File: src/hdl/supervisor_params.svh
// Constants of the supply supervisor and watchdog: timing, select codes, register map.
`ifndef SUPERVISOR_PARAMS_SVH
`define SUPERVISOR_PARAMS_SVH

// ----------------------------------------------------------------------------
// Timing
// ----------------------------------------------------------------------------
`define CLK_PERIOD_NS 10
`define T_RST_MS 200
`define T_INIT_US 390
`define T_WD_SETUP_US 140
`define T_WD_FLOAT_MS 1600
`define T_WD_PULLUP_MS 200
`define RST_CYCLES ((64'd`T_RST_MS * 64'd1000000 + 64'd`CLK_PERIOD_NS - 64'd1) / 64'd`CLK_PERIOD_NS)
`define INIT_CYCLES ((64'd`T_INIT_US * 64'd1000 + 64'd`CLK_PERIOD_NS - 64'd1) / 64'd`CLK_PERIOD_NS)
`define SETUP_CYCLES ((64'd`T_WD_SETUP_US * 64'd1000 + 64'd`CLK_PERIOD_NS - 64'd1) / 64'd`CLK_PERIOD_NS)
`define WD_FLOAT_CYCLES ((64'd`T_WD_FLOAT_MS * 64'd1000000) / 64'd`CLK_PERIOD_NS)
`define WD_PULLUP_CYCLES ((64'd`T_WD_PULLUP_MS * 64'd1000000) / 64'd`CLK_PERIOD_NS)

// ----------------------------------------------------------------------------
// Timeout select codes
// ----------------------------------------------------------------------------
`define SRC_FLOAT 2'h0
`define SRC_PULLUP 2'h1
`define SRC_CAP 2'h2

// ----------------------------------------------------------------------------
// Pin synchroniser reset levels
// ----------------------------------------------------------------------------
// Manual reset high and driven, kick at its idle high level, all others low.
`define PIN_SYNC_INIT 8'h1c

// ----------------------------------------------------------------------------
// Register map
// ----------------------------------------------------------------------------
`define REG_STATUS 6'h00
`define REG_ADJ_TIMEOUT 6'h01
`define ADJ_TIMEOUT_RESET 32'h000f_4240
`define ST_RELEASED_BIT 0
`define ST_FAULT_BIT 1
`define ST_SRC_LSB 2
`define ST_SRC_VALID_BIT 4
`define ST_WD_RUN_BIT 5
`define ST_ENABLE_BIT 6

`endif

File: src/hdl/supervisor_pkg.sv
// Types shared by the supply supervisor and watchdog.
package supervisor_pkg;
    typedef enum logic [1:0] {RST_HOLD, RST_DELAY, RST_RUN} rst_state_t;
    typedef enum logic [1:0] {WD_OFF, WD_SETUP, WD_RUN, WD_FAULT} wd_state_t;
endpackage

File: src/hdl/supervisor_reset_watchdog.sv
// Supply supervisor with reset release delay, watchdog timer and Wishbone status registers.
//
// Implementation choices: the address map and register access over Wishbone.
`timescale 1ns/100ps
`include "supervisor_params.svh"
module supervisor_reset_watchdog #(
    parameter logic [31:0] RST_CYC = 32'(`RST_CYCLES),
    parameter logic [31:0] INIT_CYC = 32'(`INIT_CYCLES),
    parameter logic [31:0] SETUP_CYC = 32'(`SETUP_CYCLES),
    parameter logic [31:0] WD_FLOAT_CYC = 32'(`WD_FLOAT_CYCLES),
    parameter logic [31:0] WD_PULLUP_CYC = 32'(`WD_PULLUP_CYCLES)
) (
    input wire logic clk,
    input wire logic nrst,
    input wire logic supply_good,
    input wire logic supply_min_ok,
    input wire logic manual_reset_in,
    input wire logic manual_reset_driven,
    input wire logic watchdog_kick_in,
    input wire logic watchdog_enable_in,
    input wire logic [1:0] timeout_select_pin,
    output logic system_reset_out,
    output logic system_reset_oe,
    output logic watchdog_fault_out,
    output logic watchdog_fault_oe,
    input wire logic wb_cyc_i,
    input wire logic wb_stb_i,
    input wire logic wb_we_i,
    input wire logic [7:0] wb_adr_i,
    input wire logic [3:0] wb_sel_i,
    input wire logic [31:0] wb_dat_i,
    output logic [31:0] wb_dat_o,
    output logic wb_ack_o
);
    import supervisor_pkg::*;

    // ------------------------------------------------------------------------
    // Pin synchronisers
    // ------------------------------------------------------------------------
    logic [7:0] pins_s;
    logic supply_s, min_s, mr_pin_s, mr_drv_s, kick_s, enable_s;
    logic [1:0] sel_s;
    logic kick_d_r, kick_fall, mr_eff;

    // The kick bit resets to its idle high level so that no false edge follows reset.
    sync_two_stage #(.WIDTH(8), .INIT(`PIN_SYNC_INIT)) u_sync (
        .clk(clk),
        .nrst(nrst),
        .async_in({timeout_select_pin, watchdog_enable_in, watchdog_kick_in,
                   manual_reset_driven, manual_reset_in, supply_min_ok, supply_good}),
        .sync_out(pins_s)
    );

    assign {sel_s, enable_s, kick_s, mr_drv_s, mr_pin_s, min_s, supply_s} = pins_s;

    // An undriven manual reset pin reads as released through the pull-up.
    assign mr_eff = mr_pin_s | ~mr_drv_s;

    always_ff @(posedge clk or negedge nrst) begin
        if (!nrst) begin
            kick_d_r <= 1'b1;
        end else begin
            kick_d_r <= kick_s;
        end
    end

    // Only a high-to-low change of the kick pin counts.
    assign kick_fall = kick_d_r & ~kick_s;

    // ------------------------------------------------------------------------
    // Reset sequencer
    // ------------------------------------------------------------------------
    rst_state_t rst_state_r;
    rst_state_t rst_state_nxt;
    logic [31:0] rst_cnt_r;
    logic hold_req, rst_run_nxt;

    // Low supply, supply under the minimum, or manual reset all hold reset.
    assign hold_req = ~(supply_s & min_s) | ~mr_eff;

    always_comb begin
        rst_state_nxt = rst_state_r;
        if (hold_req) begin
            rst_state_nxt = RST_HOLD;
        end else begin
            unique case (rst_state_r)
                RST_HOLD: rst_state_nxt = RST_DELAY;
                RST_DELAY: begin
                    if (rst_cnt_r >= RST_CYC - 32'h1) begin
                        rst_state_nxt = RST_RUN;
                    end
                end
                RST_RUN: rst_state_nxt = RST_RUN;
            endcase
        end
    end

    assign rst_run_nxt = (rst_state_nxt == RST_RUN);

    always_ff @(posedge clk or negedge nrst) begin
        if (!nrst) begin
            rst_state_r <= RST_HOLD;
        end else begin
            rst_state_r <= rst_state_nxt;
        end
    end

    // The delay count restarts whenever the hold condition returns.
    always_ff @(posedge clk or negedge nrst) begin
        if (!nrst) begin
            rst_cnt_r <= 32'h0;
        end else if (rst_state_r == RST_DELAY && !hold_req) begin
            rst_cnt_r <= rst_cnt_r + 32'h1;
        end else begin
            rst_cnt_r <= 32'h0;
        end
    end

    // Open-drain reset pin: driven low while held, released otherwise.
    always_ff @(posedge clk or negedge nrst) begin
        if (!nrst) begin
            system_reset_out <= 1'b0;
            system_reset_oe <= 1'b1;
        end else begin
            system_reset_out <= rst_run_nxt;
            system_reset_oe <= ~rst_run_nxt;
        end
    end

    // ------------------------------------------------------------------------
    // Timeout source evaluation
    // ------------------------------------------------------------------------
    logic eval_active_r;
    logic [31:0] eval_cnt_r;
    logic [1:0] src_r;
    logic src_valid_r, eval_done;

    assign eval_done = eval_active_r && (eval_cnt_r >= INIT_CYC - 32'h1);

    // The window opens as the supply recovers and the release delay starts.
    always_ff @(posedge clk or negedge nrst) begin
        if (!nrst) begin
            eval_active_r <= 1'b0;
            eval_cnt_r <= 32'h0;
        end else if (hold_req) begin
            eval_active_r <= 1'b0;
            eval_cnt_r <= 32'h0;
        end else if (rst_state_r == RST_HOLD) begin
            eval_active_r <= 1'b1;
            eval_cnt_r <= 32'h0;
        end else if (eval_done) begin
            eval_active_r <= 1'b0;
            eval_cnt_r <= 32'h0;
        end else if (eval_active_r) begin
            eval_cnt_r <= eval_cnt_r + 32'h1;
        end
    end

    // The source is latched at the end of the window and held until the next window ends; a hold clears only its valid flag, nrst also loads SRC_FLOAT.
    always_ff @(posedge clk or negedge nrst) begin
        if (!nrst) begin
            src_r <= `SRC_FLOAT;
            src_valid_r <= 1'b0;
        end else if (hold_req) begin
            src_valid_r <= 1'b0;
        end else if (eval_done) begin
            src_r <= (sel_s == `SRC_PULLUP || sel_s == `SRC_CAP) ? sel_s : `SRC_FLOAT;
            src_valid_r <= 1'b1;
        end
    end

    // ------------------------------------------------------------------------
    // Register bank
    // ------------------------------------------------------------------------
    logic [31:0] adj_timeout_r;
    logic wb_req;
    logic [5:0] wb_idx;

    assign wb_req = wb_cyc_i & wb_stb_i & ~wb_ack_o;
    assign wb_idx = wb_adr_i[7:2];

    always_ff @(posedge clk or negedge nrst) begin
        if (!nrst) begin
            adj_timeout_r <= `ADJ_TIMEOUT_RESET;
        end else if (wb_req && wb_we_i && wb_idx == `REG_ADJ_TIMEOUT) begin
            for (int b = 0; b < 4; b++) begin
                if (wb_sel_i[b]) begin
                    adj_timeout_r[b*8 +: 8] <= wb_dat_i[b*8 +: 8];
                end
            end
        end
    end

    // ------------------------------------------------------------------------
    // Watchdog timer
    // ------------------------------------------------------------------------
    wd_state_t wd_state_r;
    wd_state_t wd_state_nxt;
    logic [31:0] wd_cnt_r;
    logic [31:0] tmo_cyc;
    logic [31:0] tmo_last;
    logic wd_en;
    logic tmo_hit;

    // Capacitor mode takes its count from software; factory modes are fixed.
    always_comb begin
        tmo_cyc = WD_FLOAT_CYC;
        if (src_r == `SRC_PULLUP) begin
            tmo_cyc = WD_PULLUP_CYC;
        end else if (src_r == `SRC_CAP) begin
            tmo_cyc = adj_timeout_r;
        end
    end

    assign tmo_last = (tmo_cyc == 32'h0) ? 32'h0 : tmo_cyc - 32'h1;
    assign tmo_hit = (wd_cnt_r >= tmo_last);

    // The timer runs only with reset released, enable high and a locked source.
    assign wd_en = rst_run_nxt & enable_s & src_valid_r;

    always_comb begin
        wd_state_nxt = wd_state_r;
        if (!wd_en) begin
            wd_state_nxt = WD_OFF;
        end else begin
            unique case (wd_state_r)
                WD_OFF: wd_state_nxt = WD_SETUP;
                WD_SETUP: begin
                    if (wd_cnt_r >= SETUP_CYC - 32'h1) begin
                        wd_state_nxt = WD_RUN;
                    end
                end
                WD_RUN: begin
                    if (!kick_fall && tmo_hit) begin
                        wd_state_nxt = WD_FAULT;
                    end
                end
                WD_FAULT: begin
                    if (wd_cnt_r >= RST_CYC - 32'h1) begin
                        wd_state_nxt = WD_RUN;
                    end
                end
            endcase
        end
    end

    always_ff @(posedge clk or negedge nrst) begin
        if (!nrst) begin
            wd_state_r <= WD_OFF;
        end else begin
            wd_state_r <= wd_state_nxt;
        end
    end

    // A kick in time restarts the interval; kicks in set-up or fault are ignored.
    always_ff @(posedge clk or negedge nrst) begin
        if (!nrst) begin
            wd_cnt_r <= 32'h0;
        end else if (wd_state_nxt != wd_state_r) begin
            wd_cnt_r <= 32'h0;
        end else if (wd_state_r == WD_RUN && kick_fall) begin
            wd_cnt_r <= 32'h0;
        end else if (wd_state_r != WD_OFF) begin
            wd_cnt_r <= wd_cnt_r + 32'h1;
        end else begin
            wd_cnt_r <= 32'h0;
        end
    end

    // Open-drain fault pin: low only during a fault pulse, released otherwise.
    always_ff @(posedge clk or negedge nrst) begin
        if (!nrst) begin
            watchdog_fault_out <= 1'b1;
            watchdog_fault_oe <= 1'b0;
        end else begin
            watchdog_fault_out <= (wd_state_nxt != WD_FAULT);
            watchdog_fault_oe <= (wd_state_nxt == WD_FAULT);
        end
    end

    // ------------------------------------------------------------------------
    // Wishbone slave
    // ------------------------------------------------------------------------
    logic [31:0] status_word;

    always_comb begin
        status_word = 32'h0;
        status_word[`ST_RELEASED_BIT] = system_reset_out;
        status_word[`ST_FAULT_BIT] = ~watchdog_fault_out;
        status_word[`ST_SRC_LSB +: 2] = src_r;
        status_word[`ST_SRC_VALID_BIT] = src_valid_r;
        status_word[`ST_WD_RUN_BIT] = (wd_state_r == WD_RUN);
        status_word[`ST_ENABLE_BIT] = enable_s;
    end

    // Every access is acknowledged one cycle later; unmapped reads return zero.
    always_ff @(posedge clk or negedge nrst) begin
        if (!nrst) begin
            wb_ack_o <= 1'b0;
            wb_dat_o <= 32'h0;
        end else begin
            wb_ack_o <= wb_req;
            if (wb_req && !wb_we_i) begin
                if (wb_idx == `REG_STATUS) begin
                    wb_dat_o <= status_word;
                end else if (wb_idx == `REG_ADJ_TIMEOUT) begin
                    wb_dat_o <= adj_timeout_r;
                end else begin
                    wb_dat_o <= 32'h0;
                end
            end
        end
    end
endmodule

File: src/hdl/sync_two_stage.sv
// Two flip-flop synchroniser for a vector of asynchronous pins.
`timescale 1ns/100ps
module sync_two_stage #(
    parameter int WIDTH = 1,
    parameter logic [WIDTH-1:0] INIT = '0
) (
    input wire logic clk,
    input wire logic nrst,
    input wire logic [WIDTH-1:0] async_in,
    output logic [WIDTH-1:0] sync_out
);
    logic [WIDTH-1:0] meta_r;

    always_ff @(posedge clk or negedge nrst) begin
        if (!nrst) begin
            meta_r <= INIT;
            sync_out <= INIT;
        end else begin
            meta_r <= async_in;
            sync_out <= meta_r;
        end
    end
endmodule

File: config.mk
export PLATFORM = sky130hd
export DESIGN_NAME = supervisor_reset_watchdog
export DESIGN_NICKNAME = d
export VERILOG_FILES = /design/src/hdl/supervisor_pkg.sv /design/src/hdl/supervisor_reset_watchdog.sv /design/src/hdl/sync_two_stage.sv
export VERILOG_INCLUDE_DIRS = /design/src /design/src/hdl
export SDC_FILE = /design/constraint.sdc
export NUM_CORES = 1
export LEC_CHECK = 0
export ABC_CLOCK_PERIOD_IN_PS = 4700
export BUFFER_PORTS_ARGS = -buffer_cell sky130_fd_sc_hd__buf_2
export CAP_MARGIN = 20
export CORE_UTILIZATION = 30
export DETAILED_ROUTE_END_ITERATION = 12
export PLACE_DENSITY = 0.47
export SYNTH_ARGS = -nofsm -noshare
export SYNTH_HDL_FRONTEND = slang
export SYNTH_SLANG_ARGS = --single-unit
export TNS_END_PERCENT = 10
File: constraint.sdc
create_clock -name clk -period 4.7 [get_ports clk]
set_input_delay 0.235 -clock clk [delete_from_list [all_inputs] [get_ports clk]]
set_output_delay 0.235 -clock clk [all_outputs]
set_load 0.05 [all_outputs]
==> summary by stage <==
Status
The run finished with clean final reports.

Synth
The fraction of registers with async set/reset is 100%. The most instantiated library cell after synthesis is dfrtp_1. The netlist area before placement is 10100 um2. Sorting the synthesized cells by area gives the leading types as dfrtp_1 43%, xor2_1 5.4%, nand2_1 5.3%, ha_1 4.9%, nor2_1 4.7%. For this run, the leading register cell type out of synthesis is dfrtp_1. The number of enable-type register cells in the synthesized netlist is 0. The biggest area contributor in the post-synthesis netlist is dfrtp_1. The netlist uses 61 different library cells. Synthesis inferred between 150 and 200 register bits.

The gate count after technology mapping is approximately 1100. The post-synthesis sequential area ratio is between 40% and 50%. The average footprint of a synthesized cell is 9.57 um2. During synthesis, Yosys emitted a total of 0 warnings. Counting instances in the post-synthesis netlist gives the leading cell types as 174 x dfrtp_1, 143 x nand2_1, 126 x nor2_1. Summed over its instances, the top area cell type makes up roughly 43% of the synthesized netlist area.

The synthesized net count is around 1200.

Global routing
The via count of the first global-routing pass is 7834. Entering global routing, the biggest net connects 98 pins. The global-route total usage across every layer is between 10% and 20%. The first global-routing pass estimated between 40 and 50 mm of wire.

The remaining global-route overflow is 0. The initial antenna violation count is 6.

Detailed routing
In this run, the number of DRC markers left after iteration 0 of detailed routing was 411. The routed length on met2 is between 10 and 15 mm. The met3 wirelength from detailed routing is between 1 and 1.5 mm.

The detail route stage leaves a number of antenna-violating nets equal to 0. Dividing the detail-routed wire length by the instance count gives roughly 16 um. The number of vias in the routed layout is between 7000 and 8000. The number of remaining DRC errors is 0.

The average via count per standard cell is around 4.8. The number of search-and-repair iterations in the first detailed-routing pass is 4. The wire length on met1 is 11.8 mm. The detailed router used layers up to and including met5. The total detailed-routing wirelength is 25.1 mm.

Floorplanning
In this run the standard cell core region covers roughly 33000 um2. The number of primary I/O pins is 94. The die is ~190 um wide. The initial utilization of the core area, before any placement, comes to between 30% and 40%. The cell row count is 66. The total die area is 34500 um2.

From bottom edge to top edge, the die measures about 190 um.

Placement
The placed cell area is 11100 um2. The number of buffers inserted by port buffering is 91. The cell count after placement is 1567.

The weighted congestion reported at the end of routability-driven placement is approximately 0.82. Summed over all nets, the half-perimeter wirelength after detailed placement is about 18 mm.

Timing
The count of final hold-check violations is 0. The count of final setup violators is 0. Setup repair after global routing left no endpoint under its margin. At the pin with the least slew margin, the transition time is slightly below 1000 ps. The max-slew violation count is 0. The relative slew slack is 35.4%. Summed over all failing endpoints, the final setup total negative slack is 0 ps.

Static timing analysis puts the maximum clock frequency at 232 MHz. The tightest hold path in the finished design has a slack of approximately 33 ps. The final period utilization is just over 90%. The final critical-path required period is around 4300 ps. On the final layout, the worst clock skew is roughly 12 ps.

CTS
The maximum clock path buffer count is 2. The CTS tree is yes. The H-tree was split into 4 levels. The cell sitting at the root of the clock tree is a clkbuf_16. After clock tree synthesis, the flow added hold-fix buffers numbering 9. The quantity of gates resized following cts is 0.

Clock tree synthesis found a total of 190 sinks. The clock transition at the register clock pins on the worst setup and hold paths after CTS is roughly 70 ps. The post-CTS repair timing setup buffer count is 0. The later pin in the worst-skew pair is clocked with a latency of 440 ps. Counting the buffers created by CTS gives 17.

Job
The tool flagged a number of max-cap violations equal to 0.

Layout
Of the cells placed in the final design, the portion with a size suffix greater than 1 is roughly 18%. After the last flow step, the layout net total stands at approximately 1300. The area growth from synthesis to layout is 16.6%. The finished cells cover 11800 um2. The post-layout instance count excluding filler cells is approximately 1600.

Min path
The min-delay analysis places its worst path in the category primary input to flop. The worst hold path was traced through 2 stages.

Power
In this run the static leakage power is 0.00519 uW. The total power divided by cell area is approximately 280 nW/um2. The worst-case vdd ir drop is roughly 0.24 mV.

Setup path
The critical path launch point type is a flop. Of all nets on the critical path, the largest fanout is 17. The sort of element at the end of the critical path is a flop. For the worst setup path, the data required time is 5000 ps. For the worst flop-to-flop path, the logic depth is 17. The kind of critical path is flop to flop. Data on the critical path arrives at its endpoint at roughly 4600 ps.
flip-flops by register name, indices dropped and copies added (netlist names):
name	flops
watchdog_fault_out	1
system_reset_oe	1
watchdog_fault_oe	1
wd_cnt_r	32
wd_state_r	2
wb_dat_o	32
u_sync.sync_out	8
rst_cnt_r	32
src_valid_r	1
u_sync.meta_r	8
kick_d_r	1
rst_state_r	2
system_reset_out	1
eval_active_r	1
wb_ack_o	1
adj_timeout_r	32
eval_cnt_r	32
src_r	2
worst paths after layout:
| kind | end | from | slack, ps |
|---|---|---|---|
| max in group asynchronous | wb_dat_o[19]$_DFFE_PN0P_ | nrst | 3020 |
| max reg2reg | wd_cnt_r[31]$_DFF_PN0_ | src_r[1]$_DFFE_PN0P_ | 380 |
| min reg2reg | u_sync.sync_out[6]$_DFF_PN0_ | u_sync.meta_r[6]$_DFF_PN0_ | 350 |
| min | adj_timeout_r[16]$_DFFE_PN1P_ | wb_dat_i[16] | 30 |
| min in group asynchronous | wd_cnt_r[26]$_DFF_PN0_ | nrst | 450 |
| max | wd_cnt_r[31]$_DFF_PN0_ | src_r[1]$_DFFE_PN0P_ | 380 |
power by group:
| part | switching (uW) | total, uW | internal, uW | leakage (uW) |
|---|---|---|---|---|
| Combinational | 77.8 | 122 | 44.5 | 0.00231 |
| Sequential | 15.9 | 1670 | 1650 | 0.00257 |
| Clock | 665 | 1530 | 864 | 0.000300 |
metal layers:
| layer | track usage, % | vias up |
|---|---|---|
| li1 | - | 3888 |
| met1 | 19.5 | 3787 |
| met2 | 25.4 | 111 |
| met3 | 3.66 | 26 |
| met4 | 4.13 | 6 |
| met5 | 0 | - |
logic make-up (layout without fill, tap and decap cells):
group,after synthesis,in the layout,share of synthesized area [%]
other cells,0,3,0
xor+xnor,109,109,9.44
mux,40,40,4.38
compound gates,124,124,7.62
fa+ha+maj,40,40,4.95
buf+inv,51,161,2.39
simple gates,503,503,24.0
flops,190,190,47.2
cells in the final DEF, fill, tap and decap left out, types with 32 or more instances in the layout:
master   count
xor2_1      62
ha_1        40
nand3_1     45
buf_2       90
xnor2_1     47
nor3_1      57
mux2_2      32
o21ai_0     49
nand2_1    143
dfrtp_1    174
nor2_1     126
layout make-up:
class | instances | area, um2
diodes | 3 | 7.51
clock buffers | 22 | 494
clock inverters | 10 | 124
fillers | 3445 | 21100
inverters | 12 | 45.0
multi-input cells | 816 | 5110
flip-flops and latches | 190 | 4770
well taps | 442 | 553
repair buffers | 117 | 689
stage by stage:
step / util [%] / power (uW) / setup WS, ps
3_3_place_gp: 33.7 / 1820 / 459
4_1_cts: 35.8 / 3380 / 410
6_report: 35.9 / 3320 / 383
3_5_place_dp: 33.7 / 1820 / 448
2_1_floorplan: - / 1740 / 621
5_1_grt: 35.9 / 3460 / 5.18
worst max-delay path: stages (launching register included):
cell and delay, ps:
dfrtp_1 480, nor2b_1 240, nand2_1 140, ha_1 290
o21ai_1 210, nand4b_4 280, nor4_4 390, nand2_1 110
xnor2_1 160, nand2_1 90, ha_1 300, and4_1 190
nor3b_1 310, nand3_1 130, o21ai_1 230, mux2i_2 270
buf_4 270, nor3_1 80
(Power assumes the default switching activity.)
